`config.mk`:
```
export PLATFORM = sky130hd
export DESIGN_NAME = cdr_record_bank
export DESIGN_NICKNAME = d
export VERILOG_FILES = /design/src/cdr_pkg.sv /design/src/cdr_prog_if.sv /design/src/cdr_crc7.sv /design/src/cdr_field_store.sv /design/src/cdr_record_bank.sv
export SDC_FILE = /design/constraint.sdc
export NUM_CORES = 1
export LEC_CHECK = 0
export ABC_AREA = 1
export BUFFER_PORTS_ARGS = -buffer_cell sky130_fd_sc_hd__buf_2
export CAP_MARGIN = 20
export CORE_MARGIN = 4
export CORE_UTILIZATION = 30
export CTS_CLUSTER_SIZE = 14
export DETAILED_ROUTE_END_ITERATION = 10
export GPL_ROUTABILITY_DRIVEN = 0
export PLACE_DENSITY = 0.72
export SLEW_MARGIN = 15
export SYNTH_ARGS = -nofsm -noshare
export SYNTH_HDL_FRONTEND = slang
export SYNTH_SLANG_ARGS = --single-unit
```
`constraint.sdc`:
```
create_clock -name ref_clk -period 2 [get_ports ref_clk]
set_clock_uncertainty 0.05 [all_clocks]
set_input_delay 0.2 -clock ref_clk [delete_from_list [all_inputs] [get_ports ref_clk]]
set_output_delay 0.2 -clock ref_clk [all_outputs]
set_load 0.02 [all_outputs]
```
`src/cdr_pkg.sv`:
```
// Purpose: Shared constants and helpers for the identity and access-parameter records
// Assumes: 128-bit records, bit 0 of each record reads as one
// Notes: Programmable byte sits at record bits 15:8

package cdr_pkg;

   localparam int unsigned REC_W = 128;
   localparam int unsigned BODY_W = 120;
   localparam int unsigned PROG_LSB = 8;
   localparam int unsigned SERIAL_LSB = 16;
   localparam int unsigned REV_LSB = 48;

   // Identity record constant fields
   localparam logic [5:0] CID_RSVD = 6'h00;
   localparam logic [1:0] PKG_TYPE_SOLDERED = 2'h1;

   // Access-parameter record, read-only part; low 16 bits are filled at run time
   localparam logic [127:0] CSD_FIXED = {2'h3, 4'h4, 2'h0, 8'h27, 8'h01, 8'h32, 12'h0f5, 4'h9,
      1'h0, 1'h0, 1'h0, 1'h0, 2'h0, 12'hfff, 3'h6, 3'h6, 3'h6, 3'h6, 3'h7, 5'h1f, 5'h1f,
      5'h0f, 1'h1, 2'h0, 3'h3, 4'h9, 1'h0, 4'h0, 1'h0, 16'h0001};

   // Bits compared against a program request; low 16 bits are never compared
   localparam logic [127:0] RO_CMP_MASK = {{112{1'b1}}, 16'h0000};

   // Programmable byte: 7 fmt_grp, 6 copy, 5 perm_prot, 4 tmp_prot, 3:2 fmt, 1:0 ecc
   localparam logic [7:0] PROG_RST = 8'h40;
   localparam logic [7:0] OTP_MASK = 8'hec;
   localparam logic [7:0] PROT_MASK = 8'h30;
   localparam logic [7:0] READ_MASK = 8'hff;

   typedef enum logic [1:0]
   {
      ST_IDLE = 2'b01,
      ST_SETTLE = 2'b10
   } cdr_state_t;

   // CRC7, polynomial x^7 + x^3 + 1, msb first
   function automatic logic [6:0] crc7(input logic [119:0] d);
      logic [6:0] c;
      logic fb;
      c = 7'h00;
      for (int i = 119; i >= 0; i--)
      begin
         fb = d[i] ^ c[6];
         c = {c[5:0], 1'b0};
         if (fb)
         begin
            c = c ^ 7'h09;
         end
      end
      return c;
   endfunction

endpackage

```
`src/cdr_prog_if.sv`:
```
// Purpose: Carries program requests between the record bank and the field store
// Assumes: Single clock, requests valid for one cycle
// Notes: err is a one-cycle pulse one cycle after a refused request

`timescale 1ns/1ps

interface cdr_prog_if;
   logic prog_valid;
   logic [7:0] prog_byte;
   logic wp_allowed;
   logic [7:0] field_ff;
   logic err;

   modport bank
   (
      output prog_valid,
      output prog_byte,
      output wp_allowed,
      input field_ff,
      input err
   );

   modport store
   (
      input prog_valid,
      input prog_byte,
      input wp_allowed,
      output field_ff,
      output err
   );
endinterface

```
`src/cdr_crc7.sv`:
```
// Purpose: Registered CRC7 over a 120-bit record body
// Assumes: Body held stable for one cycle before use
// Notes: One cycle of latency after any body change

`timescale 1ns/1ps

module cdr_crc7
(
   input wire logic ref_clk,         // Clock
   input wire logic rst_b,           // Sync reset, active low
   input wire logic [119:0] body,    // Record body, msb first
   output logic [6:0] crc_ff         // Registered checksum
);

   typedef struct packed
   {
      logic [6:0] crc;
   } cdr_crc_t;

   cdr_crc_t st_ff;
   cdr_crc_t nxt_ff;

   always_comb
   begin
      nxt_ff = st_ff;
      nxt_ff.crc = cdr_pkg::crc7(body);
   end

   always_ff @(posedge ref_clk)
   begin
      if (!rst_b)
      begin
         st_ff <= '0;
      end
      else
      begin
         st_ff <= nxt_ff;
      end
   end

   assign crc_ff = st_ff.crc;

endmodule

```
`src/cdr_field_store.sv`:
```
// Purpose: Retained programmable byte of the access-parameter record
// Assumes: Cleared only by the factory init strobe, not by power-on or protocol reset
// Notes: A refused request changes nothing and pulses err

`timescale 1ns/1ps

module cdr_field_store
(
   input wire logic ref_clk,         // Clock
   input wire logic nv_init_b,       // Factory init, sync, active low
   cdr_prog_if.store pif             // Program requests from the bank
);

   typedef struct packed
   {
      logic [7:0] field;
      logic [7:0] done;
      logic err;
   } cdr_store_t;

   cdr_store_t st_ff;
   cdr_store_t nxt_ff;
   logic [7:0] chg;
   logic bad;

   always_comb
   begin
      nxt_ff = st_ff;
      nxt_ff.err = 1'b0;
      chg = pif.prog_byte ^ st_ff.field;
      // Each one-time bit takes one change only
      bad = ((chg & st_ff.done & cdr_pkg::OTP_MASK) != 8'h00) ||
            (((chg & cdr_pkg::PROT_MASK) != 8'h00) && !pif.wp_allowed);
      if (pif.prog_valid)
      begin
         if (bad)
         begin
            nxt_ff.err = 1'b1;
         end
         else
         begin
            // Only the programmable byte is ever written
            nxt_ff.field = pif.prog_byte;
            nxt_ff.done = st_ff.done | (chg & cdr_pkg::OTP_MASK);
         end
      end
   end

   // No power-on or protocol reset here: retained fields survive both
   always_ff @(posedge ref_clk)
   begin
      if (!nv_init_b)
      begin
         st_ff <= {cdr_pkg::PROG_RST, 8'h00, 1'b0};
      end
      else
      begin
         st_ff <= nxt_ff;
      end
   end

   assign pif.field_ff = st_ff.field;
   assign pif.err = st_ff.err;
endmodule

```
`src/cdr_record_bank.sv`:
```
// Purpose: Identity and access-parameter records with program-request handling
// Assumes: Requests come from host-controller logic on ref_clk; nv_init_b pulsed once at start
// Notes: Requests are taken only while busy is low; program beats read in the same cycle
//
// Functional notes
// - Identity record is 128 bits, returned whole on request.
// - Identity record is answered in identification phase and afterwards alike.
// - Each unit gets its own serial and identity through parameters.
// - Serial is a 32-bit random number at bits 47:16.
// - Revision byte joins controller revision and firmware patch revision.
// - Application id, date and checksum follow the standard encodings.
// - Bit 0 of both records always reads one.
// - Program request changes only the programmable byte.
// - One-time bits take one programming each; READ_MASK is 0xff, so every bit reads back and none is write-only.
// - Readable one-time fields such as copy and permanent protect take one programming.
// - Retained writable fields survive power loss, hardware reset and protocol reset.
// - Volatile writable fields return to default on any reset.
// - Clear-then-write fields are writable only after power or hardware clearing.
// - Second access time reads 0x1, units of 100 clocks, bits 111:104.
// - First access time reads 0x27 at bits 119:112.
// - Max bus clock code reads 0x32 at bits 103:96.
// - Read block length code reads 0x9 at bits 83:80.
// - Write block length code reads 0x9 at bits 25:22.
// - Partial read bit 79 and partial write bit 21 read zero.
// - Protect group enable bit 31 reads one, group size 0xF.
// - Erase group size and multiplier read 0x1F each.
// - Protection bits update by program request only in legacy mode or in secure mode with secure_wp_mask set.

`timescale 1ns/1ps

module cdr_record_bank
#(
   parameter logic [7:0] MFR_ID = 8'h5a,           // Arbitrary value
   parameter logic [7:0] APP_ID = 8'h00,           // Application identifier
   parameter logic [47:0] PRODUCT_NAME = 48'h0,    // Product name
   parameter logic [3:0] CTRL_REV = 4'h1,          // Controller revision count
   parameter logic [3:0] FW_REV = 4'h0,            // Firmware patch revision count
   parameter logic [31:0] SERIAL = 32'h0000_0001,  // Per-unit random serial
   parameter logic [7:0] MFG_DATE = 8'h00          // Month and year code
)
(
   input wire logic ref_clk,           // Clock, 100 MHz
   input wire logic rst_b,             // Power-on or hardware reset, sync, active low
   input wire logic nv_init_b,         // Factory init of retained fields, active low
   input wire logic cmd0_rst,          // Protocol reset pulse
   input wire logic cid_req,           // Identity record request pulse
   input wire logic csd_req,           // Access record request pulse
   input wire logic prog_valid,        // Program request pulse
   input wire logic [127:0] prog_data, // Full record image to program
   input wire logic secure_wp_en,      // Secure protection mode selected
   input wire logic secure_wp_mask,    // Secure mode allows protection updates
   output logic rsp_valid,             // Record answer pulse
   output logic [127:0] rsp_data,      // Record answer, held until next answer or reset
   output logic prog_done,             // Program finished pulse
   output logic prog_error,            // Program refused, with prog_done
   output logic busy                   // Requests ignored while high
);

   typedef struct packed
   {
      cdr_pkg::cdr_state_t state;
      logic pend_prog;
      logic pend_err;
      logic rsp_valid;
      logic [127:0] rsp_data;
      logic prog_done;
      logic prog_error;
   } cdr_bank_t;

   localparam cdr_bank_t BANK_RST = '{state: cdr_pkg::ST_SETTLE, default: '0};

   cdr_bank_t st_ff;
   cdr_bank_t nxt_ff;
   cdr_prog_if pif();

   logic [119:0] cid_body;
   logic [119:0] csd_body;
   logic [6:0] cid_crc;
   logic [6:0] csd_crc;
   logic [127:0] cid_word;
   logic [127:0] csd_word;
   logic ro_ok;
   logic idle;
   logic take_prog;
   logic cid_take;
   logic csd_take;

   // Identity record body, msb downward
   assign cid_body = {MFR_ID, cdr_pkg::CID_RSVD, cdr_pkg::PKG_TYPE_SOLDERED, APP_ID,
                      PRODUCT_NAME, CTRL_REV, FW_REV, SERIAL, MFG_DATE};

   // Fixed slices plus readable programmable byte
   assign csd_body = {cdr_pkg::CSD_FIXED[127:16], pif.field_ff & cdr_pkg::READ_MASK};

   // Checksums follow the bodies by one cycle
   cdr_crc7 u_cid_crc
   (
      .ref_clk(ref_clk),
      .rst_b(rst_b),
      .body(cid_body),
      .crc_ff(cid_crc)
   );

   cdr_crc7 u_csd_crc
   (
      .ref_clk(ref_clk),
      .rst_b(rst_b),
      .body(csd_body),
      .crc_ff(csd_crc)
   );

   assign cid_word = {cid_body, cid_crc, 1'b1};
   assign csd_word = {csd_body, csd_crc, 1'b1};

   assign idle = (st_ff.state == cdr_pkg::ST_IDLE);
   assign take_prog = idle && prog_valid && !cmd0_rst;
   // Same taking terms as the read sequences, as plain signals for checks
   assign cid_take = idle && !prog_valid && !cmd0_rst && cid_req;
   assign csd_take = idle && !prog_valid && !cmd0_rst && !cid_req && csd_req;
   // Read-only part of the image must match
   assign ro_ok = ((prog_data ^ csd_word) & cdr_pkg::RO_CMP_MASK) == 128'h0;

   assign pif.prog_valid = take_prog && ro_ok;
   assign pif.prog_byte = prog_data[cdr_pkg::PROG_LSB +: 8];
   assign pif.wp_allowed = !secure_wp_en || secure_wp_mask;

   cdr_field_store u_store
   (
      .ref_clk(ref_clk),
      .nv_init_b(nv_init_b),
      .pif(pif.store)
   );

   always_comb
   begin
      nxt_ff = st_ff;
      nxt_ff.rsp_valid = 1'b0;
      nxt_ff.prog_done = 1'b0;
      nxt_ff.prog_error = 1'b0;
      unique case (st_ff.state)
         cdr_pkg::ST_IDLE:
         begin
            if (prog_valid)
            begin
               nxt_ff.state = cdr_pkg::ST_SETTLE;
               nxt_ff.pend_prog = 1'b1;
               nxt_ff.pend_err = !ro_ok;
            end
            else if (cid_req)
            begin
               // Served in any phase, identification included
               nxt_ff.rsp_valid = 1'b1;
               nxt_ff.rsp_data = cid_word;
            end
            else if (csd_req)
            begin
               nxt_ff.rsp_valid = 1'b1;
               nxt_ff.rsp_data = csd_word;
            end
         end
         cdr_pkg::ST_SETTLE:
         begin
            // Wait one cycle so the checksum reflects the new byte
            nxt_ff.state = cdr_pkg::ST_IDLE;
            nxt_ff.prog_done = st_ff.pend_prog;
            nxt_ff.prog_error = st_ff.pend_prog && (st_ff.pend_err || pif.err);
            nxt_ff.pend_prog = 1'b0;
            nxt_ff.pend_err = 1'b0;
         end
         default:
         begin
            nxt_ff.state = cdr_pkg::ST_IDLE;
         end
      endcase
      // Protocol reset reloads BANK_RST: answer and pending program flags clear, state goes to ST_SETTLE
      if (cmd0_rst)
      begin
         nxt_ff = BANK_RST;
      end
   end

   always_ff @(posedge ref_clk)
   begin
      if (!rst_b)
      begin
         st_ff <= BANK_RST;
      end
      else
      begin
         st_ff <= nxt_ff;
      end
   end

   assign rsp_valid = st_ff.rsp_valid;
   assign rsp_data = st_ff.rsp_data;
   assign prog_done = st_ff.prog_done;
   assign prog_error = st_ff.prog_error;
   assign busy = st_ff.state[1];
endmodule

```
[Yosys cells after proc, flatten, opt, wreduce, memory -nomap -nowiden]
Cells that the tools add are included.
Storage, ports and cells
  register bits after elaboration: 166
  input bits: 137
Operators by class
  mux-type cells: 15
  reduce and logical (&&, ||, !) cells: 25
  bitwise logic cells: 23
  eq/ne operators: 3
Operators with widths (number)
  $mux W129: 2
  $logic_not A128 Y1: 1
  $xor A128 B128 Y128: 1
  $mux W4: 9
  $reduce_bool A8 Y1: 2
  $not A2 Y2: 7
  $and A8 B8 Y8: 1
  $or A8 B8 Y8: 1
  $reduce_and A2 Y1: 4
  $xor A8 B8 Y8: 1
  $mux W7: 1
  $logic_and A1 B1 Y1: 5
  $not A1 Y1: 5
  $logic_not A1 Y1: 4
  $pmux W2 S2: 1
  $reduce_bool A2 Y1: 2
  $reduce_or A4 Y1: 1
  $xor A1 B1 Y1: 4
  $logic_or A1 B1 Y1: 3
  $reduce_and A3 Y1: 1
  $reduce_or A3 Y1: 1
  $xor A1 B1 Y1 const B: 3
  $eq A2 B1 Y1 const B: 1
  $eq A2 B2 Y1 const B: 1
  other kinds (4): 4

[Longest topological paths before layout]
  word-level depth: 15
  gate-level depth with buffers: 12
  mapped depth without buffers: 12

[By module]
Synthesis repeated with hierarchy kept, for this count alone.
Unflattened totals
  cell total of the unflattened synthesis: 2803
  area total of the unflattened synthesis: 15662.5 sq um
Modules (own cells, without submodules)
  cdr_crc7: cells each 1145, area an instance 6162.2 sq um, instances 2, seq. area each 140.1 sq um
  cdr_record_bank: cells each 393, area an instance 2537.4 sq um, instances 1, seq. area each 500.5 sq um
  cdr_field_store: cells each 120, area an instance 800.8 sq um, instances 1, seq. area each 280.3 sq um

[Worst setup path after synthesis]
No wires, ideal clock.
  path kind: flip-flop to output port
  start: register rsp_data[117] (netlist name)
  end: output rsp_data[100]
  required time: 1.750 ns
  cell stages (with the launch flop): 2
  path slack: 0.238 ns
  arrival: 1.512 ns
  path buffers: 1
  path through: dfxtp_1 -> buf_4
RTL lines
  to (decl): RTL line cdr_record_bank.sv:53  | output logic [127:0] rsp_data,

[Final worst setup path]
  start: register u_store.st_ff, in the netlist u_store.pif.field_ff[5]
  end: register u_store.st_ff, in the netlist u_store.pif.field_ff[5]
On the way
  word-level cells in the longest chain between the ends: 6
Ends and longest elaborated chain
  from (decl): RTL line cdr_field_store.sv:21  | cdr_store_t st_ff;
  from (signal assigned): RTL line cdr_field_store.sv:54  | st_ff <= {cdr_pkg::PROG_RST, 8'h00, 1'b0};
  from (signal assigned): RTL line cdr_field_store.sv:58  | st_ff <= nxt_ff;
  $xor A8 B8 Y8 (*): RTL line cdr_field_store.sv:30  | chg = pif.prog_byte ^ st_ff.field;
  $and A8 B8 Y8 or $reduce_bool A8 Y1 (tied branches): RTL line cdr_field_store.sv:32, cdr_field_store.sv:33
  $reduce_bool A8 Y1 or $logic_and A1 B1 Y1 (tied branches): RTL line cdr_field_store.sv:32, cdr_field_store.sv:33
  $logic_or A1 B1 Y1 (*): RTL line cdr_field_store.sv:32  | bad = ((chg & st_ff.done & cdr_pkg::OTP_MASK) != 8'h00) ||
  $not A1 Y1 (no line) (*)
  $reduce_and A2 Y1 (no line) (*)
Mark *: on every way between the ends. The rest lies on a longest branch, timed or not.
A chain may end at the register's enable or synchronous reset.

==> results.py <==
metrics = {
    "run_status": {
        "status": "finished clean",
    },
    "timing": {
        "post-route-period-util_pct": 84.0,
        "setup_tns_ns": 0,
        "setup_violations": 0,
        "report.final.slew_viol_count": 0,
        "fmax_mhz": 595,
        "finalCriticalPeriod_ns": 1.68,
        "rsz0062_at_grt": "false",
        "hold_viol_final": 0,
    },
    "clock_tree": {
        "clock-sinks": 47,
        "cts_buffer_depth": 2,
        "cts-root-buf": "clkbuf_16",
        "cts_hold_buffers": 0,
        "ctsResizeCount": 0,
        "post_cts.repair.setup_buffers": 0,
        "clock_latency_ns": 0.29,
        "clk_pin_slew_ns": 0.07,
        "cts_max_level": 2,
        "cts_tree": "yes",
        "cts_made_buffers": 5,
    },
    "finish": {
        "layout.area.seq_um2": 941,
        "antenna_cells": 0,
        "fillers": 1323,
        "drive_gt1_share_pct": 32.9,
        "area.growth.synth_to_final_pct": 17.7,
        "nNetsFinal": 850,
        "multiInputGateArea_um2": 1660,
        "postLayoutCoreUtil_pct": 36.2,
    },
    "route": {
        "finalWirelength_um": 9680,
        "wl_per_cell_um": 11.0,
        "drc_errors": 0,
        "ant_nets": 0,
        "vias_per_cell": 4.04,
        "vias": 3563,
        "dr.first_iter.drc_count": 170,
        "drt_first_pass_iters": 4,
    },
    "setup_path": {
        "critPathArrivalTime_ns": 1.86,
        "cp_common_cell": "nand2_1",
        "crit_chain": "nand2_1, nand2_1, inv_1, nand2_1, nand3_2, nor2_4, nand3_4, nand2_1, inv_1, nor2_1",
        "cp_max_fo": 14,
        "cpMaxStageDelayCell": "dfxtp_1",
        "worstSetupEndpointType": "flip-flop",
        "critPathMaxStageDelay_ns": 0.46,
        "rrSetupSlack_ns": 0.32,
        "crit_required_ns": 2.18,
        "startpoint_type": "flip-flop",
        "path_class": "flip-flop to flip-flop",
    },
    "power": {
        "p_total_uw": 2290,
        "ir_drop_mv": 0.287,
        "p_leak_uw": 0.00243,
        "cellPowerDensity_nw_per_um2": 525,
    },
    "synthesis": {
        "synth_seq_cells": 47,
        "syn_area_um2": 3700,
        "ys_seq_area_share_pct": 25.4,
        "synth_top_cell_by_area": "buf_4",
        "synth.top_cells.by_count": "nand2_1, buf_4, nor2_1",
        "async_flop_share_pct": 0,
        "synth-edff-count": 0,
        "syn_inst": 576,
        "synth_area_leaders": "buf_4, dfxtp_1, nand2_1",
        "ys_types": 30,
        "yosysMostFrequentCell": "nand2_1",
        "ys_warn_count": 0,
        "syn_avg_cell_area_um2": 6.43,
        "synth_ff_type": "dfxtp_1",
        "synth_top_area_share_pct": 26.1,
    },
    "floorplanning": {
        "fp.coreArea_um2": 12100,
        "dieHeight_um": 119,
        "rows": 40,
        "die_w_um": 119,
        "dieArea_um2": 14200,
        "start_util_pct": 30.7,
        "boundaryPins": 269,
    },
    "global_routing": {
        "grt_usage_pct": 12.6,
        "antenna_found_initial": 1,
        "grt_max_degree": 58,
        "grt_remaining_overflow": 0,
        "grt_pass1_wl_um": 14500,
        "grt_pass1_vias": 3128,
    },
    "placement": {
        "io_buffers": 212,
        "place_hpwl_um": 8490,
    },
    "job": {
        "cap_violations": 0,
    },
    "min_path": {
        "hold_class": "primary input to flip-flop",
    },
}
## metrics by stage
step / cell area (um2) / worst slack [ns] / std cells / hold slack, ns
global route: 4360 / 0.0738 / 882 / 0.0578
CTS: 4360 / 0.305 / 882 / 0.0573
floorplan: 3880 / 0.238 / 623 / 0.178
finish: 4360 / 0.321 / 882 / 0.0607
detailed placement: 4180 / 0.296 / 874 / 0.351
global placement: 4180 / 0.292 / 874 / 0.358
## cells in the final DEF (no fill, tap or decap)
cell type,count
nand3_2,1
nor2_2,2
xor2_1,7
nor2b_1,1
nand3_4,1
conb_1,48
dfxtp_1,47
inv_2,1
nor2_1,81
clkbuf_8,1
buf_2,212
and2_1,1
o21ai_0,5
a21oi_1,19
or2_2,1
nor4_1,9
o21a_1,1
nand4_1,27
inv_1,70
inv_6,1
nand2_1,136
clkinv_1,1
nor2_8,1
nand3_1,14
a31oi_1,6
clkbuf_16,5
buf_4,6
nor3_1,3
xnor2_1,1
bufinv_16,1
nor2_4,2
nor3b_1,2
## where the power goes
part           internal, uW  switching [uW]
Sequential              942            2.58
Combinational           137             235
Clock                   628             347
## path summary, 6_finish.rpt
check,start,end,depth (start not counted)
min reg2reg,u_store.pif.err$_SDFF_PN0_,prog_error$_SDFF_PP0_,1
min,rst_b,u_cid_crc.crc_ff[5]$_DFF_P_,1
max,u_store.pif.field_ff[5]$_SDFFE_PN0P_,u_store.pif.field_ff[5]$_SDFFE_PN0P_,10
max reg2reg,u_store.pif.field_ff[5]$_SDFFE_PN0P_,u_store.pif.field_ff[5]$_SDFFE_PN0P_,10
## final cells by class
class | instances | area share [%]
Clock buffer | 6 | 3.18
Clock inverter | 2 | 0.889
Inverter | 72 | 6.20
Multi-Input combinational cell | 369 | 38.0
Sequential cell | 47 | 21.6
Tap cell | 168 | 4.82
Timing Repair Buffer | 218 | 25.4
## flip-flops by register name, indices dropped and copies added (netlist names)
signal / flops
busy: 1
prog_done: 1
prog_error: 1
rsp_data: 18
rsp_valid: 1
st_ff: 3
u_cid_crc.crc_ff: 1
u_csd_crc.crc_ff: 7
u_store.pif.err: 1
u_store.pif.field_ff: 8
u_store.st_ff: 5
## critical path, delay by kind of cell (launching register included)
kind | cells | cell delay [ns]
AND/OR/NAND/NOR | 8 | 1.03
buffers and inverters | 2 | 0.10
flip-flops | 1 | 0.46
## per-layer routing
layer | global-route usage, % | vias up | share of wire, %
li1 | - | 1884 | -
met1 | 13.3 | 1479 | 37
met2 | 24.8 | 189 | 52
met3 | 3.04 | 9 | 10
met4 | 2.82 | 2 | 0.89
met5 | 0 | - | 0.13
## logic make-up (layout without fill, tap and decap cells)
group                     after synthesis  after routing  synth area share (%)
DFF                                    47             47                  25.4
xor gates and xnor gates                8              8                  1.89
buffers and inverters                 207            298                  34.7
AOI/OAI and AO/OA                      31             31                  4.46
and+or+nand+nor                       282            282                  33.5
other                                   1             48                 0.101
No activity file was read; power rests on OpenSTA's default activity.
